===== src/hdl/idbs_consts.vh =====
// Purpose: Shared constants of the inverting driver with boundary scan.
// Assumes: Included by its bare name from every design file that needs it.
// Notes:   Bit positions count from the end of the chain nearest test data out.
`ifndef IDBS_CONSTS_VH
`define IDBS_CONSTS_VH

// ----------------------------------------------------------------------------
// Widths
// ----------------------------------------------------------------------------
`define IDBS_BYTE_W        9
`define IDBS_IR_W          8
`define IDBS_PSC_LEN       42
`define IDBS_STATE_W       16

// ----------------------------------------------------------------------------
// Instruction codes
// ----------------------------------------------------------------------------
`define IDBS_OP_EXTEST     8'h00
`define IDBS_OP_SAMPLE     8'h81
`define IDBS_OP_CLAMP      8'h82
`define IDBS_OP_HIGHZ      8'h03
`define IDBS_OP_BYPASS     8'hff

// Capture pattern: low bits 01, upper six bits are an arbitrary pseudo identifier.
`define IDBS_IR_CAPTURE    8'hb5

// ----------------------------------------------------------------------------
// Boundary chain positions
// ----------------------------------------------------------------------------
`define IDBS_BIT_A_EN1     41
`define IDBS_BIT_A_EN2     40
`define IDBS_BIT_A_COMB    39
`define IDBS_BIT_B_EN1     38
`define IDBS_BIT_B_EN2     37
`define IDBS_BIT_B_COMB    36
`define IDBS_A_IN_HI       35
`define IDBS_A_IN_LO       27
`define IDBS_B_IN_HI       26
`define IDBS_B_IN_LO       18
`define IDBS_A_OUT_HI      17
`define IDBS_A_OUT_LO      9
`define IDBS_B_OUT_HI      8
`define IDBS_B_OUT_LO      0

// ----------------------------------------------------------------------------
// One-hot controller state indices
// ----------------------------------------------------------------------------
`define IDBS_S_TLR         0
`define IDBS_S_RTI         1
`define IDBS_S_SEL_DR      2
`define IDBS_S_CAP_DR      3
`define IDBS_S_SHF_DR      4
`define IDBS_S_EX1_DR      5
`define IDBS_S_PAU_DR      6
`define IDBS_S_EX2_DR      7
`define IDBS_S_UPD_DR      8
`define IDBS_S_SEL_IR      9
`define IDBS_S_CAP_IR      10
`define IDBS_S_SHF_IR      11
`define IDBS_S_EX1_IR      12
`define IDBS_S_PAU_IR      13
`define IDBS_S_EX2_IR      14
`define IDBS_S_UPD_IR      15

`endif


===== src/hdl/idbs_sync.v =====
// Purpose: Two-stage synchroniser for a group of pin inputs.
// Assumes: Each bit is an independent level from outside the clock domain.
// Notes:   The first stage is read only by the second stage.
//          No reset: the stages keep sampling, so pin levels are ready when reset ends.
`timescale 1ns/1ps

module idbs_sync
#(
  parameter WIDTH = 1
)
(
  input  wire             clock,
  input  wire [WIDTH-1:0] async_in,
  output wire [WIDTH-1:0] sync_out
);

  reg [WIDTH-1:0] stage1_r;
  reg [WIDTH-1:0] stage2_r;

  // --------------------------------------------------------------------------
  // Synchroniser stages
  // --------------------------------------------------------------------------
  always @(posedge clock)
  begin
    stage1_r <= async_in;
    stage2_r <= stage1_r;
  end

  assign sync_out = stage2_r;

endmodule // idbs_sync


===== src/hdl/idbs_tap_fsm.v =====
// Purpose: Sixteen-state test access controller.
// Assumes: step pulses once per rising test clock edge; tms is sampled with it.
// Notes:   Five steps with tms high reach the logic reset state from anywhere.
`timescale 1ns/1ps
`include "idbs_consts.vh"

module idbs_tap_fsm
(
  input  wire                     clock,
  input  wire                     reset_n,
  input  wire                     step,
  input  wire                     tms,
  output wire [`IDBS_STATE_W-1:0] state
);

  localparam [15:0] S_TLR    = 16'h0001;
  localparam [15:0] S_RTI    = 16'h0002;
  localparam [15:0] S_SEL_DR = 16'h0004;
  localparam [15:0] S_CAP_DR = 16'h0008;
  localparam [15:0] S_SHF_DR = 16'h0010;
  localparam [15:0] S_EX1_DR = 16'h0020;
  localparam [15:0] S_PAU_DR = 16'h0040;
  localparam [15:0] S_EX2_DR = 16'h0080;
  localparam [15:0] S_UPD_DR = 16'h0100;
  localparam [15:0] S_SEL_IR = 16'h0200;
  localparam [15:0] S_CAP_IR = 16'h0400;
  localparam [15:0] S_SHF_IR = 16'h0800;
  localparam [15:0] S_EX1_IR = 16'h1000;
  localparam [15:0] S_PAU_IR = 16'h2000;
  localparam [15:0] S_EX2_IR = 16'h4000;
  localparam [15:0] S_UPD_IR = 16'h8000;

  reg [15:0] state_r;
  reg [15:0] state_nxt;

  // --------------------------------------------------------------------------
  // Next state
  // --------------------------------------------------------------------------
  always @*
  begin
    case (state_r)
      S_TLR:    state_nxt = tms ? S_TLR    : S_RTI;
      S_RTI:    state_nxt = tms ? S_SEL_DR : S_RTI;
      S_SEL_DR: state_nxt = tms ? S_SEL_IR : S_CAP_DR;
      S_CAP_DR: state_nxt = tms ? S_EX1_DR : S_SHF_DR;
      S_SHF_DR: state_nxt = tms ? S_EX1_DR : S_SHF_DR;
      S_EX1_DR: state_nxt = tms ? S_UPD_DR : S_PAU_DR;
      S_PAU_DR: state_nxt = tms ? S_EX2_DR : S_PAU_DR;
      S_EX2_DR: state_nxt = tms ? S_UPD_DR : S_SHF_DR;
      S_UPD_DR: state_nxt = tms ? S_SEL_DR : S_RTI;
      S_SEL_IR: state_nxt = tms ? S_TLR    : S_CAP_IR;
      S_CAP_IR: state_nxt = tms ? S_EX1_IR : S_SHF_IR;
      S_SHF_IR: state_nxt = tms ? S_EX1_IR : S_SHF_IR;
      S_EX1_IR: state_nxt = tms ? S_UPD_IR : S_PAU_IR;
      S_PAU_IR: state_nxt = tms ? S_EX2_IR : S_PAU_IR;
      S_EX2_IR: state_nxt = tms ? S_UPD_IR : S_SHF_IR;
      S_UPD_IR: state_nxt = tms ? S_SEL_DR : S_RTI;
      default:  state_nxt = S_TLR;
    endcase
  end

  // --------------------------------------------------------------------------
  // State register
  // --------------------------------------------------------------------------
  always @(posedge clock)
  begin
    if (!reset_n)
      state_r <= S_TLR;
    else if (step)
      state_r <= state_nxt;
  end

  assign state = state_r;

endmodule // idbs_tap_fsm


===== src/hdl/idbs_top.v =====
// Purpose: Two inverting tri-state driver bytes with boundary-scan test logic.
// Assumes: Test clock, mode select, data in and all system pins are sampled here.
// Notes:   Output enables are high while a byte drives its pins.
//
// Contract
// - Two independent nine-bit bytes A and B, each with own buses and enables.
// - Both enables low makes each output the inverse of its input.
// - Either enable of a byte high floats all nine outputs of that byte.
// - Test port has data in, data out, mode select and test clock.
// - Every system input has an observe-only cell that captures without override.
// - Every system output has a cell that captures or substitutes its update value.
// - Each internal combined byte enable has a controllable cell.
// - Internal A enable gates A outputs, internal B enable gates B outputs.
// - A controlled internal enable of one drives its byte, zero floats it.
// - Bypass is a one-bit stage that captures zero.
// - Instruction register is eight bits and captures pattern ending in 01.
// - No identification register; the capture pattern identifies the part.
// - Code 00 selects EXTEST, code 81 selects SAMPLE/PRELOAD.
// - Code 82 selects CLAMP, code 03 HIGH-Z, every other code BYPASS.
// - Boundary chain is exactly 42 cells long.
// - Bits 41 to 36 hold A enables, internal A, B enables, internal B.
// - A inputs sit at bits 35 to 27, B inputs at 26 to 18.
// - A outputs at 17 to 9, B outputs at 8 to 0 nearest data out.
`timescale 1ns/1ps
`include "idbs_consts.vh"

module idbs_top
(
  input  wire       clock,
  input  wire       reset_n,
  input  wire       tck,
  input  wire       tms,
  input  wire       tdi,
  output wire       tdo,
  output wire       tdo_oe,
  input  wire [8:0] a_byte_data_in,
  input  wire [8:0] b_byte_data_in,
  input  wire       a_enable_low_first,
  input  wire       a_enable_low_second,
  input  wire       b_enable_low_first,
  input  wire       b_enable_low_second,
  output wire [8:0] a_byte_data_out,
  output wire       a_byte_data_oe,
  output wire [8:0] b_byte_data_out,
  output wire       b_byte_data_oe
);

  localparam SYNC_W = 25;

  wire [SYNC_W-1:0]         sync_bus;
  wire                      tck_s;
  wire                      tms_s;
  wire                      tdi_s;
  wire [8:0]                a_in_s;
  wire [8:0]                b_in_s;
  wire                      a_en1_s;
  wire                      a_en2_s;
  wire                      b_en1_s;
  wire                      b_en2_s;
  wire [`IDBS_STATE_W-1:0]  tap_state;
  wire                      tck_rise;
  wire                      tck_fall;
  wire                      st_tlr;
  wire                      st_cap_dr;
  wire                      st_shf_dr;
  wire                      st_upd_dr;
  wire                      st_cap_ir;
  wire                      st_shf_ir;
  wire                      st_upd_ir;
  wire                      a_comb_sys;
  wire                      b_comb_sys;
  wire [8:0]                a_out_sys;
  wire [8:0]                b_out_sys;
  wire                      sel_psc;
  wire                      drive_test;
  wire                      force_float;
  wire [`IDBS_PSC_LEN-1:0]  psc_cap;

  reg                       tck_d_r;
  reg  [`IDBS_IR_W-1:0]     ir_shift_r;
  reg  [`IDBS_IR_W-1:0]     ir_latch_r;
  reg                       bypass_r;
  reg  [`IDBS_PSC_LEN-1:0]  psc_shift_r;
  reg  [`IDBS_PSC_LEN-1:0]  psc_upd_r;
  reg                       tdo_r;
  reg                       tdo_oe_r;
  reg  [8:0]                a_out_r;
  reg                       a_oe_r;
  reg  [8:0]                b_out_r;
  reg                       b_oe_r;
  reg  [8:0]                a_out_nxt;
  reg                       a_oe_nxt;
  reg  [8:0]                b_out_nxt;
  reg                       b_oe_nxt;
  reg                       is_extest;
  reg                       is_sample;
  reg                       is_clamp;
  reg                       is_highz;

  // --------------------------------------------------------------------------
  // Helpers
  // --------------------------------------------------------------------------
  // Puts bit 0 of a byte at the high end of its chain slice.
  function [8:0] rev9;
    input [8:0] x;
    integer i;
    begin
      for (i = 0; i < 9; i = i + 1)
        rev9[8-i] = x[i];
    end
  endfunction

  // --------------------------------------------------------------------------
  // Pin synchronisers
  // --------------------------------------------------------------------------
  idbs_sync #(.WIDTH(SYNC_W)) u_sync
  (
    .clock    (clock),
    .async_in ({tck, tms, tdi, a_byte_data_in, b_byte_data_in,
                a_enable_low_first, a_enable_low_second,
                b_enable_low_first, b_enable_low_second}),
    .sync_out (sync_bus)
  );

  assign tck_s   = sync_bus[24];
  assign tms_s   = sync_bus[23];
  assign tdi_s   = sync_bus[22];
  assign a_in_s  = sync_bus[21:13];
  assign b_in_s  = sync_bus[12:4];
  assign a_en1_s = sync_bus[3];
  assign a_en2_s = sync_bus[2];
  assign b_en1_s = sync_bus[1];
  assign b_en2_s = sync_bus[0];

  // --------------------------------------------------------------------------
  // Test clock edges
  // --------------------------------------------------------------------------
  always @(posedge clock)
  begin
    if (!reset_n)
      tck_d_r <= 1'b0;
    else
      tck_d_r <= tck_s;
  end

  assign tck_rise = tck_s & ~tck_d_r;
  assign tck_fall = ~tck_s & tck_d_r;

  // --------------------------------------------------------------------------
  // Test access controller
  // --------------------------------------------------------------------------
  idbs_tap_fsm u_tap
  (
    .clock   (clock),
    .reset_n (reset_n),
    .step    (tck_rise),
    .tms     (tms_s),
    .state   (tap_state)
  );

  assign st_tlr    = tap_state[`IDBS_S_TLR];
  assign st_cap_dr = tap_state[`IDBS_S_CAP_DR];
  assign st_shf_dr = tap_state[`IDBS_S_SHF_DR];
  assign st_upd_dr = tap_state[`IDBS_S_UPD_DR];
  assign st_cap_ir = tap_state[`IDBS_S_CAP_IR];
  assign st_shf_ir = tap_state[`IDBS_S_SHF_IR];
  assign st_upd_ir = tap_state[`IDBS_S_UPD_IR];

  // --------------------------------------------------------------------------
  // Instruction decode
  // --------------------------------------------------------------------------
  always @*
  begin
    is_extest = 1'b0;
    is_sample = 1'b0;
    is_clamp  = 1'b0;
    is_highz  = 1'b0;
    case (ir_latch_r)
      `IDBS_OP_EXTEST: is_extest = 1'b1;
      `IDBS_OP_SAMPLE: is_sample = 1'b1;
      `IDBS_OP_CLAMP:  is_clamp  = 1'b1;
      `IDBS_OP_HIGHZ:  is_highz  = 1'b1;
      default:         is_highz  = 1'b0;
    endcase
  end

  // Only EXTEST and SAMPLE/PRELOAD put the boundary chain between the test pins.
  assign sel_psc     = is_extest | is_sample;
  assign drive_test  = is_extest | is_clamp;
  assign force_float = is_highz;

  // --------------------------------------------------------------------------
  // Instruction register
  // --------------------------------------------------------------------------
  always @(posedge clock)
  begin
    if (!reset_n)
    begin
      ir_shift_r <= `IDBS_OP_BYPASS;
      ir_latch_r <= `IDBS_OP_BYPASS;
    end
    else
    begin
      if (tck_rise && st_cap_ir)
        ir_shift_r <= `IDBS_IR_CAPTURE;
      else if (tck_rise && st_shf_ir)
        ir_shift_r <= {tdi_s, ir_shift_r[`IDBS_IR_W-1:1]};
      if (tck_fall && st_tlr)
        ir_latch_r <= `IDBS_OP_BYPASS;
      else if (tck_fall && st_upd_ir)
        ir_latch_r <= ir_shift_r;
    end
  end

  // --------------------------------------------------------------------------
  // Bypass stage
  // --------------------------------------------------------------------------
  always @(posedge clock)
  begin
    if (!reset_n)
      bypass_r <= 1'b0;
    else if (tck_rise && st_cap_dr && !sel_psc)
      bypass_r <= 1'b0;
    else if (tck_rise && st_shf_dr && !sel_psc)
      bypass_r <= tdi_s;
  end

  // --------------------------------------------------------------------------
  // System path
  // --------------------------------------------------------------------------
  assign a_comb_sys = ~(a_en1_s | a_en2_s);
  assign b_comb_sys = ~(b_en1_s | b_en2_s);
  assign a_out_sys  = ~a_in_s;
  assign b_out_sys  = ~b_in_s;

  // --------------------------------------------------------------------------
  // Boundary chain
  // --------------------------------------------------------------------------
  // Inputs are observed only; outputs and combined enables capture system values.
  assign psc_cap = {a_en1_s, a_en2_s, a_comb_sys,
                    b_en1_s, b_en2_s, b_comb_sys,
                    rev9(a_in_s), rev9(b_in_s),
                    rev9(a_out_sys), rev9(b_out_sys)};

  always @(posedge clock)
  begin
    if (!reset_n)
    begin
      psc_shift_r <= {`IDBS_PSC_LEN{1'b0}};
      psc_upd_r   <= {`IDBS_PSC_LEN{1'b0}};
    end
    else
    begin
      if (tck_rise && st_cap_dr && sel_psc)
        psc_shift_r <= psc_cap;
      else if (tck_rise && st_shf_dr && sel_psc)
        psc_shift_r <= {tdi_s, psc_shift_r[`IDBS_PSC_LEN-1:1]};
      if (tck_fall && st_upd_dr && sel_psc)
        psc_upd_r <= psc_shift_r;
    end
  end

  // --------------------------------------------------------------------------
  // Test data out
  // --------------------------------------------------------------------------
  always @(posedge clock)
  begin
    if (!reset_n)
    begin
      tdo_r    <= 1'b0;
      tdo_oe_r <= 1'b0;
    end
    else if (tck_fall)
    begin
      tdo_oe_r <= st_shf_ir | st_shf_dr;
      if (st_shf_ir)
        tdo_r <= ir_shift_r[0];
      else if (sel_psc)
        tdo_r <= psc_shift_r[0];
      else
        tdo_r <= bypass_r;
    end
  end

  assign tdo    = tdo_r;
  assign tdo_oe = tdo_oe_r;

  // --------------------------------------------------------------------------
  // Output drivers
  // --------------------------------------------------------------------------
  always @*
  begin
    a_out_nxt = a_out_sys;
    b_out_nxt = b_out_sys;
    a_oe_nxt  = a_comb_sys;
    b_oe_nxt  = b_comb_sys;
    if (force_float)
    begin
      a_oe_nxt = 1'b0;
      b_oe_nxt = 1'b0;
    end
    else if (drive_test)
    begin
      a_out_nxt = rev9(psc_upd_r[`IDBS_A_OUT_HI:`IDBS_A_OUT_LO]);
      b_out_nxt = rev9(psc_upd_r[`IDBS_B_OUT_HI:`IDBS_B_OUT_LO]);
      a_oe_nxt  = psc_upd_r[`IDBS_BIT_A_COMB];
      b_oe_nxt  = psc_upd_r[`IDBS_BIT_B_COMB];
    end
  end

  always @(posedge clock)
  begin
    if (!reset_n)
    begin
      a_out_r <= 9'h000;
      b_out_r <= 9'h000;
      a_oe_r  <= 1'b0;
      b_oe_r  <= 1'b0;
    end
    else
    begin
      a_out_r <= a_out_nxt;
      b_out_r <= b_out_nxt;
      a_oe_r  <= a_oe_nxt;
      b_oe_r  <= b_oe_nxt;
    end
  end

  assign a_byte_data_out = a_out_r;
  assign a_byte_data_oe  = a_oe_r;
  assign b_byte_data_out = b_out_r;
  assign b_byte_data_oe  = b_oe_r;

endmodule // idbs_top


===== config.mk =====
export PLATFORM = sky130hd
export DESIGN_NAME = idbs_top
export DESIGN_NICKNAME = d
export VERILOG_FILES = /design/src/hdl/idbs_sync.v /design/src/hdl/idbs_tap_fsm.v /design/src/hdl/idbs_top.v
export VERILOG_INCLUDE_DIRS = /design/src /design/src/hdl
export SDC_FILE = /design/constraint.sdc
export NUM_CORES = 1
export LEC_CHECK = 0
export BUFFER_PORTS_ARGS = -buffer_cell sky130_fd_sc_hd__buf_2
export CORE_ASPECT_RATIO = 0.7
export CORE_MARGIN = 1
export CORE_UTILIZATION = 64
export CTS_CLUSTER_DIAMETER = 150
export DETAILED_ROUTE_END_ITERATION = 16
export GPL_ROUTABILITY_DRIVEN = 1
export GPL_TIMING_DRIVEN = 0
export PLACE_DENSITY = 0.92
export SLEW_MARGIN = 5
export SYNTH_ARGS = -nofsm -noshare
export SYNTH_HDL_FRONTEND = slang
export SYNTH_SLANG_ARGS = --single-unit

===== constraint.sdc =====
create_clock -name clock -period 4.7 [get_ports clock]
set_input_delay 0.705 -clock clock [delete_from_list [all_inputs] [get_ports clock]]
set_output_delay 0.705 -clock clock [all_outputs]
set_load 0.005 [all_outputs]

==> run metrics, run 1 <==
outcome complete, no violations; total grt overflow 0; Antenna Cells 0; slew of the pin with the lowest slew margin 0.7445 ns; library cell with the largest summed area after synthesis dfxtp_1; CP Buf/Inv Count 4; Critical R2R Capture psc_shift_r[8]$_SDFFE_PN0P_; Synth cell types 55; area share of the largest cell type after synthesis between 50% and 60%; Hold Violations, Final 0; # Max-Cap Violations 0; Core Util, Final about 77%; Non-Filler Instances 886; sequential-to-total area share from yosys stat 51.62%; Max Clk Rate 415.9 MHz; critical path's top delay family buffers and inverters; most frequent cells in the layout dfxtp_1, nand2_1, nor2_1, buf_2, nor2b_1; FF+latch count, synth ~170; Worst Path Max Fanout 10; P_leak about 3.1 nW; commonest non-fill, non-tap cell in the layout dfxtp_1; die area 10,590 um2; M2 GR Usage 52.20%; placed insts 855; CTS resizes 0; Hold Path Sink u_sync.sync_out[5]$_DFF_P_; postcts setup bufs 0; length of the first detailed-routing pass in iterations 5; largest cells by area after synthesis dfxtp_1, nor2b_1, o221a_2; Sink Count 168; Max-slew headroom 49.84%; Mapped Area 6515 um2; TritonCTS clock tree built; largest net degree at the start of global routing 17; fin. max-slew vios 0; Setup TNS 0 ns; CTS buffer count 17; vias in the first global route 5,288; Tightest Hold Check Type flip-flop to flip-flop; critical hold path startpoint u_sync.stage1_r[5]$_DFF_P_; Arr. time, crit path 2.66 ns; Core Rows 30; fin crit period 2.405 ns; CTS Root Cell clkbuf_16; final wirelength 17,120 um; CTS clk-pin slew, worst paths 0.06 ns; CTS H-Tree Depth 4; Mapped Nets 707; met1 usage 45.51%; Detail Route Antenna Nets 0; M3 GR Usage 7.171%; initial antenna violation count 0; crit share post-route 51.16%; Iter 0 DRT Violations 596; Worst path max stage delay 0.53 ns; Core ar. 9797 um2; Routed wire per std cell 19.32 um; Die Ht between 80 and 90 um; Pwr Density 399.2 nW/um2; layout net count between 700 and 800; unrepaired setup endpoints after global routing no; R2R Path Start u_tap.state[3]$_SDFFE_PN0P_; Most Crowded Layer GR met2; cells along the critical path clkbuf_1, clkbuf_1, clkbuf_1, clkbuf_1, a311oi_1; skew final 0.01466 ns; Initial Utilization 66.50%; Worst R2R Path Depth 5; Critical Path RT 4.96 ns; layout cell share with drive strength beyond 1 between 15 and 20%; die width between 100 and 150 um; slowest cell on the critical path clkbuf_1; # IOs 49; DP HPWL approximately 12,000 um; Fillers around 650; hold_buf cts 0; Area growth syn-to-layout 15.48%; critical path capture point type flip-flop; latest clock arrival within the worst-skew pair ~0.42 ns; Port Buffers between 40 and 50; routed vias/inst between 6 and 7; first-pass GRT wire length 26,940 um; Hold Crit Depth 0; total track usage about a third; Worst Path Class, Setup flip-flop to flip-flop; Final Wtd Congestion 0.9356; Synth Area per Inst 9.581 um2; ys async rst share 0%; synth warn 0; CP most frequent cell clkbuf_1; # setup viols final 0; Clock Path Buffers 2; number of synthesized flops with an enable pin 0; crit path launch type flip-flop; via count 5,544; Peak VDD IR 320.1 uV; post-synthesis instance total 680; drt drc 0; Synth Flop Type dfxtp_1; Worst R2R Setup Slack 2.30 ns
-- routing by layer --
metal / up-vias / share of wire, %
li1: 2535 / -
met2: 334 / 45
met1: 2635 / 43
met3: 40 / 10
met5: - / 0
met4: 0 / 1.8
-- sequential cells by signal, summed over array words and instances, names as in the netlist, 8 cells and up --
signal           flops
psc_shift_r         42
u_sync.stage1_r     25
u_sync.sync_out     25
psc_upd_r           20
u_tap.state         16
a_byte_data_out      9
b_byte_data_out      9
ir_latch_r           8
ir_shift_r           8
-- worst max-delay path by stage --
stage	slack [ns]	from	endpoint	cells past startpoint
2_1_floorplan	2.80	ir_latch_r[3]$_SDFFE_PP1P_	a_byte_data_out[0]$_SDFF_PN0_	6
3_5_place_dp	2.43	u_tap.state[0]$_SDFFE_PN1P_	u_tap.state[11]$_SDFFE_PN0P_	6
5_1_grt	2.22	u_tap.state[3]$_SDFFE_PN0P_	psc_shift_r[8]$_SDFFE_PN0P_	5
3_3_place_gp	2.42	u_tap.state[0]$_SDFFE_PN1P_	u_tap.state[11]$_SDFFE_PN0P_	6
4_1_cts	2.36	u_tap.state[3]$_SDFFE_PN0P_	psc_shift_r[8]$_SDFFE_PN0P_	5
6_report	2.30	u_tap.state[3]$_SDFFE_PN0P_	psc_shift_r[8]$_SDFFE_PN0P_	5
-- cell usage after synthesis, types with 3 or more instances --
| master | instances |
|---|---|
| o221a_1 | 4 |
| a32oi_1 | 4 |
| buf_6 | 5 |
| o22ai_1 | 5 |
| xor2_1 | 3 |
| nor4_1 | 10 |
| inv_1 | 12 |
| nand4_1 | 5 |
| nand2b_1 | 5 |
| xnor2_1 | 6 |
| or4_4 | 4 |
| nor2_1 | 64 |
| o31ai_1 | 3 |
| nand3_1 | 10 |
| o21ai_0 | 22 |
| nand2_1 | 68 |
| o221a_2 | 23 |
| and2_1 | 7 |
| or2_2 | 3 |
| a31oi_1 | 13 |
| o211a_1 | 19 |
| mux2i_1 | 22 |
| a311oi_1 | 12 |
| a21boi_0 | 5 |
| or3_1 | 4 |
| nor2_4 | 3 |
| nor3_1 | 5 |
| a21oi_1 | 25 |
| buf_2 | 10 |
| clkbuf_1 | 36 |
| dfxtp_1 | 168 |
| a21boi_1 | 4 |
| a22oi_1 | 11 |
| nor2b_1 | 51 |
-- area by class of cell --
type	instances	area, um2	area share [%]
multi-input combinational	443	2833	37.65
sequential	168	3363	44.70
clock inverter	10	142.6	1.896
buffer	57	274.0	3.642
inverter	12	45.04	0.5987
timing repair buffer	47	235.2	3.127
clock buffer	21	470.5	6.253
tap	128	160.2	2.129
-- through the flow --
| step | hold WS [ns] | setup slack [ns] | power (W) | cell area (um2) |
|---|---|---|---|---|
| 6_report | 0.3258 | 2.295 | 0.003004 | 7523 |
| 5_1_grt | 0.3326 | 2.224 | 0.003077 | 7523 |
| 4_1_cts | 0.3271 | 2.364 | 0.003005 | 7523 |
| 3_5_place_dp | 0.3121 | 2.432 | 0.001599 | 6910 |
| 3_3_place_gp | 0.3101 | 2.422 | 0.001594 | 6910 |
| 2_1_floorplan | 0.3096 | 2.795 | 0.001552 | 6515 |
-- where the power goes --
group / switching, W / total, W / internal [W]
logic: 0.0000557 / 0.0000941 / 0.0000384
registers: 0.0000200 / 0.00148 / 0.00146
clock network: 0.000554 / 0.00143 / 0.000877
-- logic make-up (layout without fill, tap and decap cells) --
group	after synthesis	after routing	synth area share [%]
DFF	168	168	51.62
xor gates and xnor gates	9	9	1.210
and+or+nand+nor	254	254	20.17
AOI/OAI and AO/OA	157	157	18.55
muxes	23	23	3.553
buffers and inverters	69	147	4.897
No activity file was read; power rests on OpenSTA's default activity.
==> inputs of run 2 (changes only) <==
CORE_UTILIZATION = 53   (was 64)
PLACE_DENSITY = 0.82   (was 0.92)
clock period = 2.2 ns   (was 4.7 ns; I/O delays follow)
==> run 2 against run 1 <==
Register-to-register slack worse by 2.2 ns. Count of clock-buffer cells in the layout fell by 3. Clock power up 130%. Largest power group is now the clock network. Highest routed layer unchanged. Sequential power is 110% higher.
==> run metrics, run 2 (synthesized netlist as in run 1, its figures left out) <==
TritonCTS clock tree built; Antenna Cells 0 (unchanged); latest clock arrival within the worst-skew pair 0.42 ns (about the same); Sink Count 168 (unchanged); # IOs 49 (unchanged); fin. max-slew vios 0 (unchanged); CTS H-Tree Depth 4 (unchanged); Power Total 0.006635 W (+120%); Worst Path Class, Setup flip-flop to flip-flop; final wirelength 16,620 um (-2.9%); Tightest Hold Check Type input pin to flip-flop; total track usage 26.99% (-6.6 points); Worst R2R Path Depth 6 (+1); postcts setup bufs 0 (unchanged); Area growth syn-to-layout 18.86%; Initial Utilization 54.98% (-12 points); largest register by flop count psc_shift_r; skew final 0.008555 ns (-0.006105 ns); vias in the first global route 5,337 (+0.93%); CTS clk-pin slew, worst paths 0.07 ns (about the same); first-pass GRT wire length 26,450 um (-1.8%); placed insts 884 (+3.4%); routed vias/inst 5.887 (-5.9%); Iter 0 DRT Violations 579 (-2.9%); Setup TNS 0 ns (unchanged); Critical Path Start ir_latch_r[1]$_SDFFE_PP1P_; commonest non-fill, non-tap cell in the layout dfxtp_1; R2R Path Start ir_latch_r[1]$_SDFFE_PP1P_; die width 134.5 um (+9.7%); Detail Route Antenna Nets 0 (unchanged); drt drc 0 (unchanged); Final Wtd Congestion 0.9320 (-0.38%); Non-Filler Instances 929 (+4.9%); Max-slew headroom 55.98% (+6.1 points); Max Clk Rate 466.8 MHz (+12%); Port Buffers 47 (unchanged); fin crit period 2.142 ns (-0.2622 ns); initial antenna violation count 0 (unchanged); layout cell share with drive strength beyond 1 18.01% (+0.33 points); Pwr Density 856.8 nW/um2 (+110%); Worst R2R Setup Slack 0.06 ns (-2.24 ns); Critical Path RT 2.51 ns (-2.45 ns); die area 12,750 um2 (+20%); unrepaired setup endpoints after global routing no; most frequent cells in the layout dfxtp_1, nand2_1, nor2_1, buf_2, nor2b_1; P_leak 3.182 nW (+3.2%); CP endpoint psc_shift_r[39]$_SDFFE_PN0P_; Critical R2R Capture psc_shift_r[39]$_SDFFE_PN0P_; Core ar. 11,850 um2 (+21%); max reg flops 42 (unchanged); Core Rows 33 (+10%); via count 5,469 (-1.4%); Clock Path Buffers 2 (unchanged); CTS Root Cell clkbuf_16; # setup viols final 0 (unchanged); Arr. time, crit path 2.45 ns (-0.21 ns); Routed wire per std cell 17.89 um (-7.4%); slew of the pin with the lowest slew margin 0.6589 ns (-0.08564 ns); crit path launch type flip-flop; length of the first detailed-routing pass in iterations 7 (+2); critical path capture point type flip-flop; Peak VDD IR 811.4 uV (+150%); Worst Path Max Fanout 10 (unchanged); largest net degree at the start of global routing 17 (unchanged); total grt overflow 0 (unchanged); # Max-Cap Violations 0 (unchanged); DP HPWL 11,400 um (-1.8%); layout net count 786 (+1.7%); outcome complete, no violations; Die Ht 94.76 um (+9.7%); crit share post-route 97.38% (+46 points); CTS buffer count 17 (unchanged); Hold Violations, Final 0 (unchanged); WHS 0.004709 ns (-0.3210 ns)
-- run 2: cell types whose count changed in the layout (fill, tap and decap cells not counted), sizes merged --
cell	delta
buf	-1
clkinv	+2
clkbuf	-3
bufinv	+1
inv	+5
dlygate4sd3	+14
clkinvlp	-4
-- run 2: worst min-delay path by stage --
stage                                  endpoint  cells after the start                   startpoint
finish               u_sync.stage1_r[4]$_DFF_P_                      1            b_byte_data_in[0]
global route         u_sync.stage1_r[4]$_DFF_P_                      1            b_byte_data_in[0]
CTS                 u_sync.stage1_r[18]$_DFF_P_                      1            a_byte_data_in[5]
detailed placement  u_sync.sync_out[12]$_DFF_P_                      0  u_sync.stage1_r[12]$_DFF_P_
global placement     u_sync.sync_out[6]$_DFF_P_                      0   u_sync.stage1_r[6]$_DFF_P_
floorplan            u_sync.sync_out[0]$_DFF_P_                      0   u_sync.stage1_r[0]$_DFF_P_
-- run 2: final cells by class --
cell class	count	area [um2]
Clock inverter	14	211.5
Multi-Input combinational cell	443	2838
Buffer	56	275.3
Clock buffer	18	439.2
Tap cell	157	196.4
Sequential cell	168	3363
Fill cell	920	4106
Inverter	12	45.04
Timing Repair Buffer	61	375.4
-- run 2: worst max-delay path, stage by stage (launching register included) --
cell and delay [ns]:
dfxtp_1 0.35, or4_4 0.57, nor4_1 0.38, clkbuf_4 0.34
nand2_1 0.12, a22oi_1 0.20, nor2b_1 0.07
-- run 2: through the flow --
stage          utilization [%]  setup slack (ns)  cell area, um2
2_1_floorplan                -            0.2954            6515
3_3_place_gp             58.62           0.04269            6947
3_5_place_dp             58.62          -0.06856            6947
4_1_cts                  64.97           0.01113            7699
5_1_grt                  65.35          0.009250            7744
6_report                 65.35           0.05765            7744
-- run 2: repair_timing --
action / 4_1_cts / 5_1_grt
setup endpoints to repair: 10 / 43
hold buffers: 10 / 4
gates resized for setup: 1 / 4
hold endpoints to repair: 10 / 4
-- run 2: power breakdown --
group | switching (W) | internal, W | leakage (nW) | total, W
sequential | 0.0000413 | 0.00311 | 1.38 | 0.00315
combinational | 0.000119 | 0.0000985 | 1.48 | 0.000217
clock | 0.00129 | 0.00197 | 0.321 | 0.00326
-- run 2: routing by layer --
layer / wire [um] / global-route usage [%] / vias to the layer above
li1: - / - / 2569
met1: 7645 / 36.31 / 2608
met2: 7424 / 42.66 / 261
met3: 1264 / 5.421 / 31
met4: 282 / 10.86 / 0
met5: 0 / 0 / -
==> inputs of run 3 (changes only) <==
ABC_AREA = 1   (was unset)
PLACE_DENSITY = 0.83   (was 0.82)
==> run 3 against run 2 <==
Setup slack improved by 0.33 ns. Critical path depth rose by 3. Global-route usage fell by 1.3 points. Via count rose by 0.20%. Combinational power rose by 6%. Clock skew barely moved. Flip-flop and latch count did not move. Wire length fell by 11%. Non-clock buffer count fell by 9. Cell count rose by 14%. Critical endpoint is now psc_shift_r[10]$_SDFFE_PN0P_. Largest cell class unchanged.
==> run metrics, run 3 <==
Final Wtd Congestion 0.9424 (+1.1%); Worst path max stage delay 0.31 ns (-0.26 ns); fin. max-slew vios 0 (unchanged); commonest non-fill, non-tap cell in the layout nand2_1; unrepaired setup endpoints after global routing no; Antenna Cells 0 (unchanged); CTS clk-pin slew, worst paths 0.06 ns (about the same); total grt overflow 0 (unchanged); die width 131.2 um (-2.5%); Max-slew headroom 55.39% (-0.60 points); outcome complete, no violations; Synth Flop Type dfxtp_1; sequential-to-total area share from yosys stat 54.34% (+2.7 points); final wirelength 14,840 um (-11%); Mapped Nets 826 (+17%); cells along the critical path nor2_1, nand2_1, nor2_1, nand2_2, nand2_4, buf_2, nand3_1, nand3_1, a21oi_1; postcts setup bufs 0 (unchanged); die area 12,120 um2 (-4.9%); Setup TNS 0 ns (unchanged); Die Ht 92.42 um (-2.5%); Core Rows 32 (-3.0%); library cell with the largest summed area after synthesis dfxtp_1; ys async rst share 0% (unchanged); layout net count 917 (+17%); Clock Path Buffers 2 (unchanged); critical path capture point type flip-flop; Critical Path RT 2.49 ns (-0.02 ns); Pwr Density 874.1 nW/um2 (+2.0%); Peak VDD IR 754.8 uV (-7.0%); latest clock arrival within the worst-skew pair 0.43 ns (about the same); Power Total 0.006560 W (-1.1%); Iter 0 DRT Violations 679 (+17%); # Max-Cap Violations 0 (unchanged); Worst Path Class, Setup flip-flop to flip-flop; area share of the largest cell type after synthesis 54.34% (+2.7 points); CTS Root Cell clkbuf_16; Synth cell types 25 (-55%); top cells by count, synth nand2_1, dfxtp_1, a21oi_1; most frequent cells in the layout nand2_1, dfxtp_1, a21oi_1, inv_1, nand3_1; skew final 0.008935 ns (+0.0003800 ns); Fillers 917 (-0.33%); Synth Area per Inst 7.747 um2 (-19%); fin area 7505 um2 (-3.1%); total track usage 25.70% (-1.3 points); routed vias/inst 5.189 (-12%); PnR worst setup slack 0.3867 ns (+0.3291 ns); P_leak 3.324 nW (+4.5%); drt drc 0 (unchanged); Max Clk Rate 551.5 MHz (+18%); Tightest Hold Check Type flip-flop to flip-flop; Mapped Area 6190 um2 (-5.0%); crit share post-route 82.42% (-15 points); first-pass GRT wire length 24,020 um (-9.2%); Routed wire per std cell 14.05 um (-21%); Arr. time, crit path 2.10 ns (-0.35 ns); Sink Count 168 (unchanged); Non-Filler Instances 1,056 (+14%); placed insts 999 (+13%); number of synthesized flops with an enable pin 0 (unchanged); largest cells by area after synthesis dfxtp_1, nand2_1, a21oi_1; dpl ws 0.3765 ns (+0.4450 ns); CTS H-Tree Depth 4 (unchanged); Port Buffers 47 (unchanged); Core ar. 11,170 um2 (-5.7%); Detail Route Antenna Nets 0 (unchanged); Area growth syn-to-layout 21.25%; slew of the pin with the lowest slew margin 0.6667 ns (+0.007869 ns); DP HPWL 10,250 um (-10%); placed inst area 6616 um2 (-4.8%); length of the first detailed-routing pass in iterations 6 (-1); post-synthesis instance total 799 (+18%); largest net degree at the start of global routing 17 (unchanged); Worst Path Max Fanout 10 (unchanged); Hold Violations, Final 0 (unchanged); synth warn 0 (unchanged); layout cell share with drive strength beyond 1 12.51% (-5.5 points); slowest cell on the critical path dfxtp_1; fin crit period 1.813 ns (-0.3291 ns); # IOs 49 (unchanged); hold_buf cts 22 (+12); vias in the first global route 4,752 (-11%); TritonCTS clock tree built; FF+latch count, synth 168 (unchanged); Initial Utilization 55.41% (+0.43 points); initial antenna violation count 0 (unchanged); CTS buffer count 17 (unchanged); Worst R2R Setup Slack 0.39 ns (+0.33 ns); most frequent cell after synthesis nand2_1; via count 5,480 (+0.20%); crit path launch type flip-flop; largest register by flop count psc_shift_r; # setup viols final 0 (unchanged); max reg flops 42 (unchanged); CTS resizes 0 (-1)
==> run 3: report_power, final <==
part | internal (W) | switching [W]
clock | 0.00193 | 0.00126
combinational | 0.0000945 | 0.000136
sequential | 0.00311 | 0.0000320
==> run 3: per-stage QoR <==
stage                     hold slack (ns)  utilization, %
after floorplan                    0.3096               -
after global placement             0.3104           59.23
after detailed placement           0.3121           59.23
after CTS                        0.001148           66.91
after global routing               0.3297           67.18
final                              0.3264           67.18
==> run 3: cell families after synthesis <==
logic type	count (synthesis)	synth area share, %
AND/OR/NAND/NOR	349	24.03
buffers and inverters	124	8.713
AO/OA/AOI/OAI	158	12.92
flip-flops	168	54.34
==> run 3: area by class of cell <==
| class | instances | area, um2 | share of cell area [%] |
|---|---|---|---|
| repair buffers | 72 | 485.5 | 6.469 |
| multi-input cells | 507 | 2287 | 30.48 |
| clock inverters | 15 | 212.7 | 2.834 |
| inverters | 88 | 335.3 | 4.468 |
| clock buffers | 17 | 425.4 | 5.669 |
| plain buffers | 36 | 203.9 | 2.718 |
| flip-flops and latches | 168 | 3363 | 44.81 |
| well taps | 153 | 191.4 | 2.551 |
==> run 3: layer usage <==
layer / vias up / part of all wire (%) / global-route usage [%]
met4: 0 / 0.82 / 7.549
met2: 276 / 39 / 34.35
met1: 2427 / 49 / 38.47
li1: 2762 / - / -
met3: 15 / 11 / 8.320
met5: - / 0 / 0
==> run 3: worst paths after layout <==
kind         cells after the start                            to                         from
max                              9  psc_shift_r[10]$_SDFFE_PN0P_   ir_latch_r[4]$_SDFFE_PP1P_
min                              0   u_sync.sync_out[21]$_DFF_P_  u_sync.stage1_r[21]$_DFF_P_
max reg2reg                      9  psc_shift_r[10]$_SDFFE_PN0P_   ir_latch_r[4]$_SDFFE_PP1P_
min reg2reg                      0   u_sync.sync_out[21]$_DFF_P_  u_sync.stage1_r[21]$_DFF_P_
==> run 3: worst max-delay path: cells and delay by family (launching register included) <==
kind,cells,cell delay [ns]
buffers and inverters,1,0.27
AO/OA/AOI/OAI,1,0.07
flip-flops,1,0.31
AND/OR/NAND/NOR,7,1.02
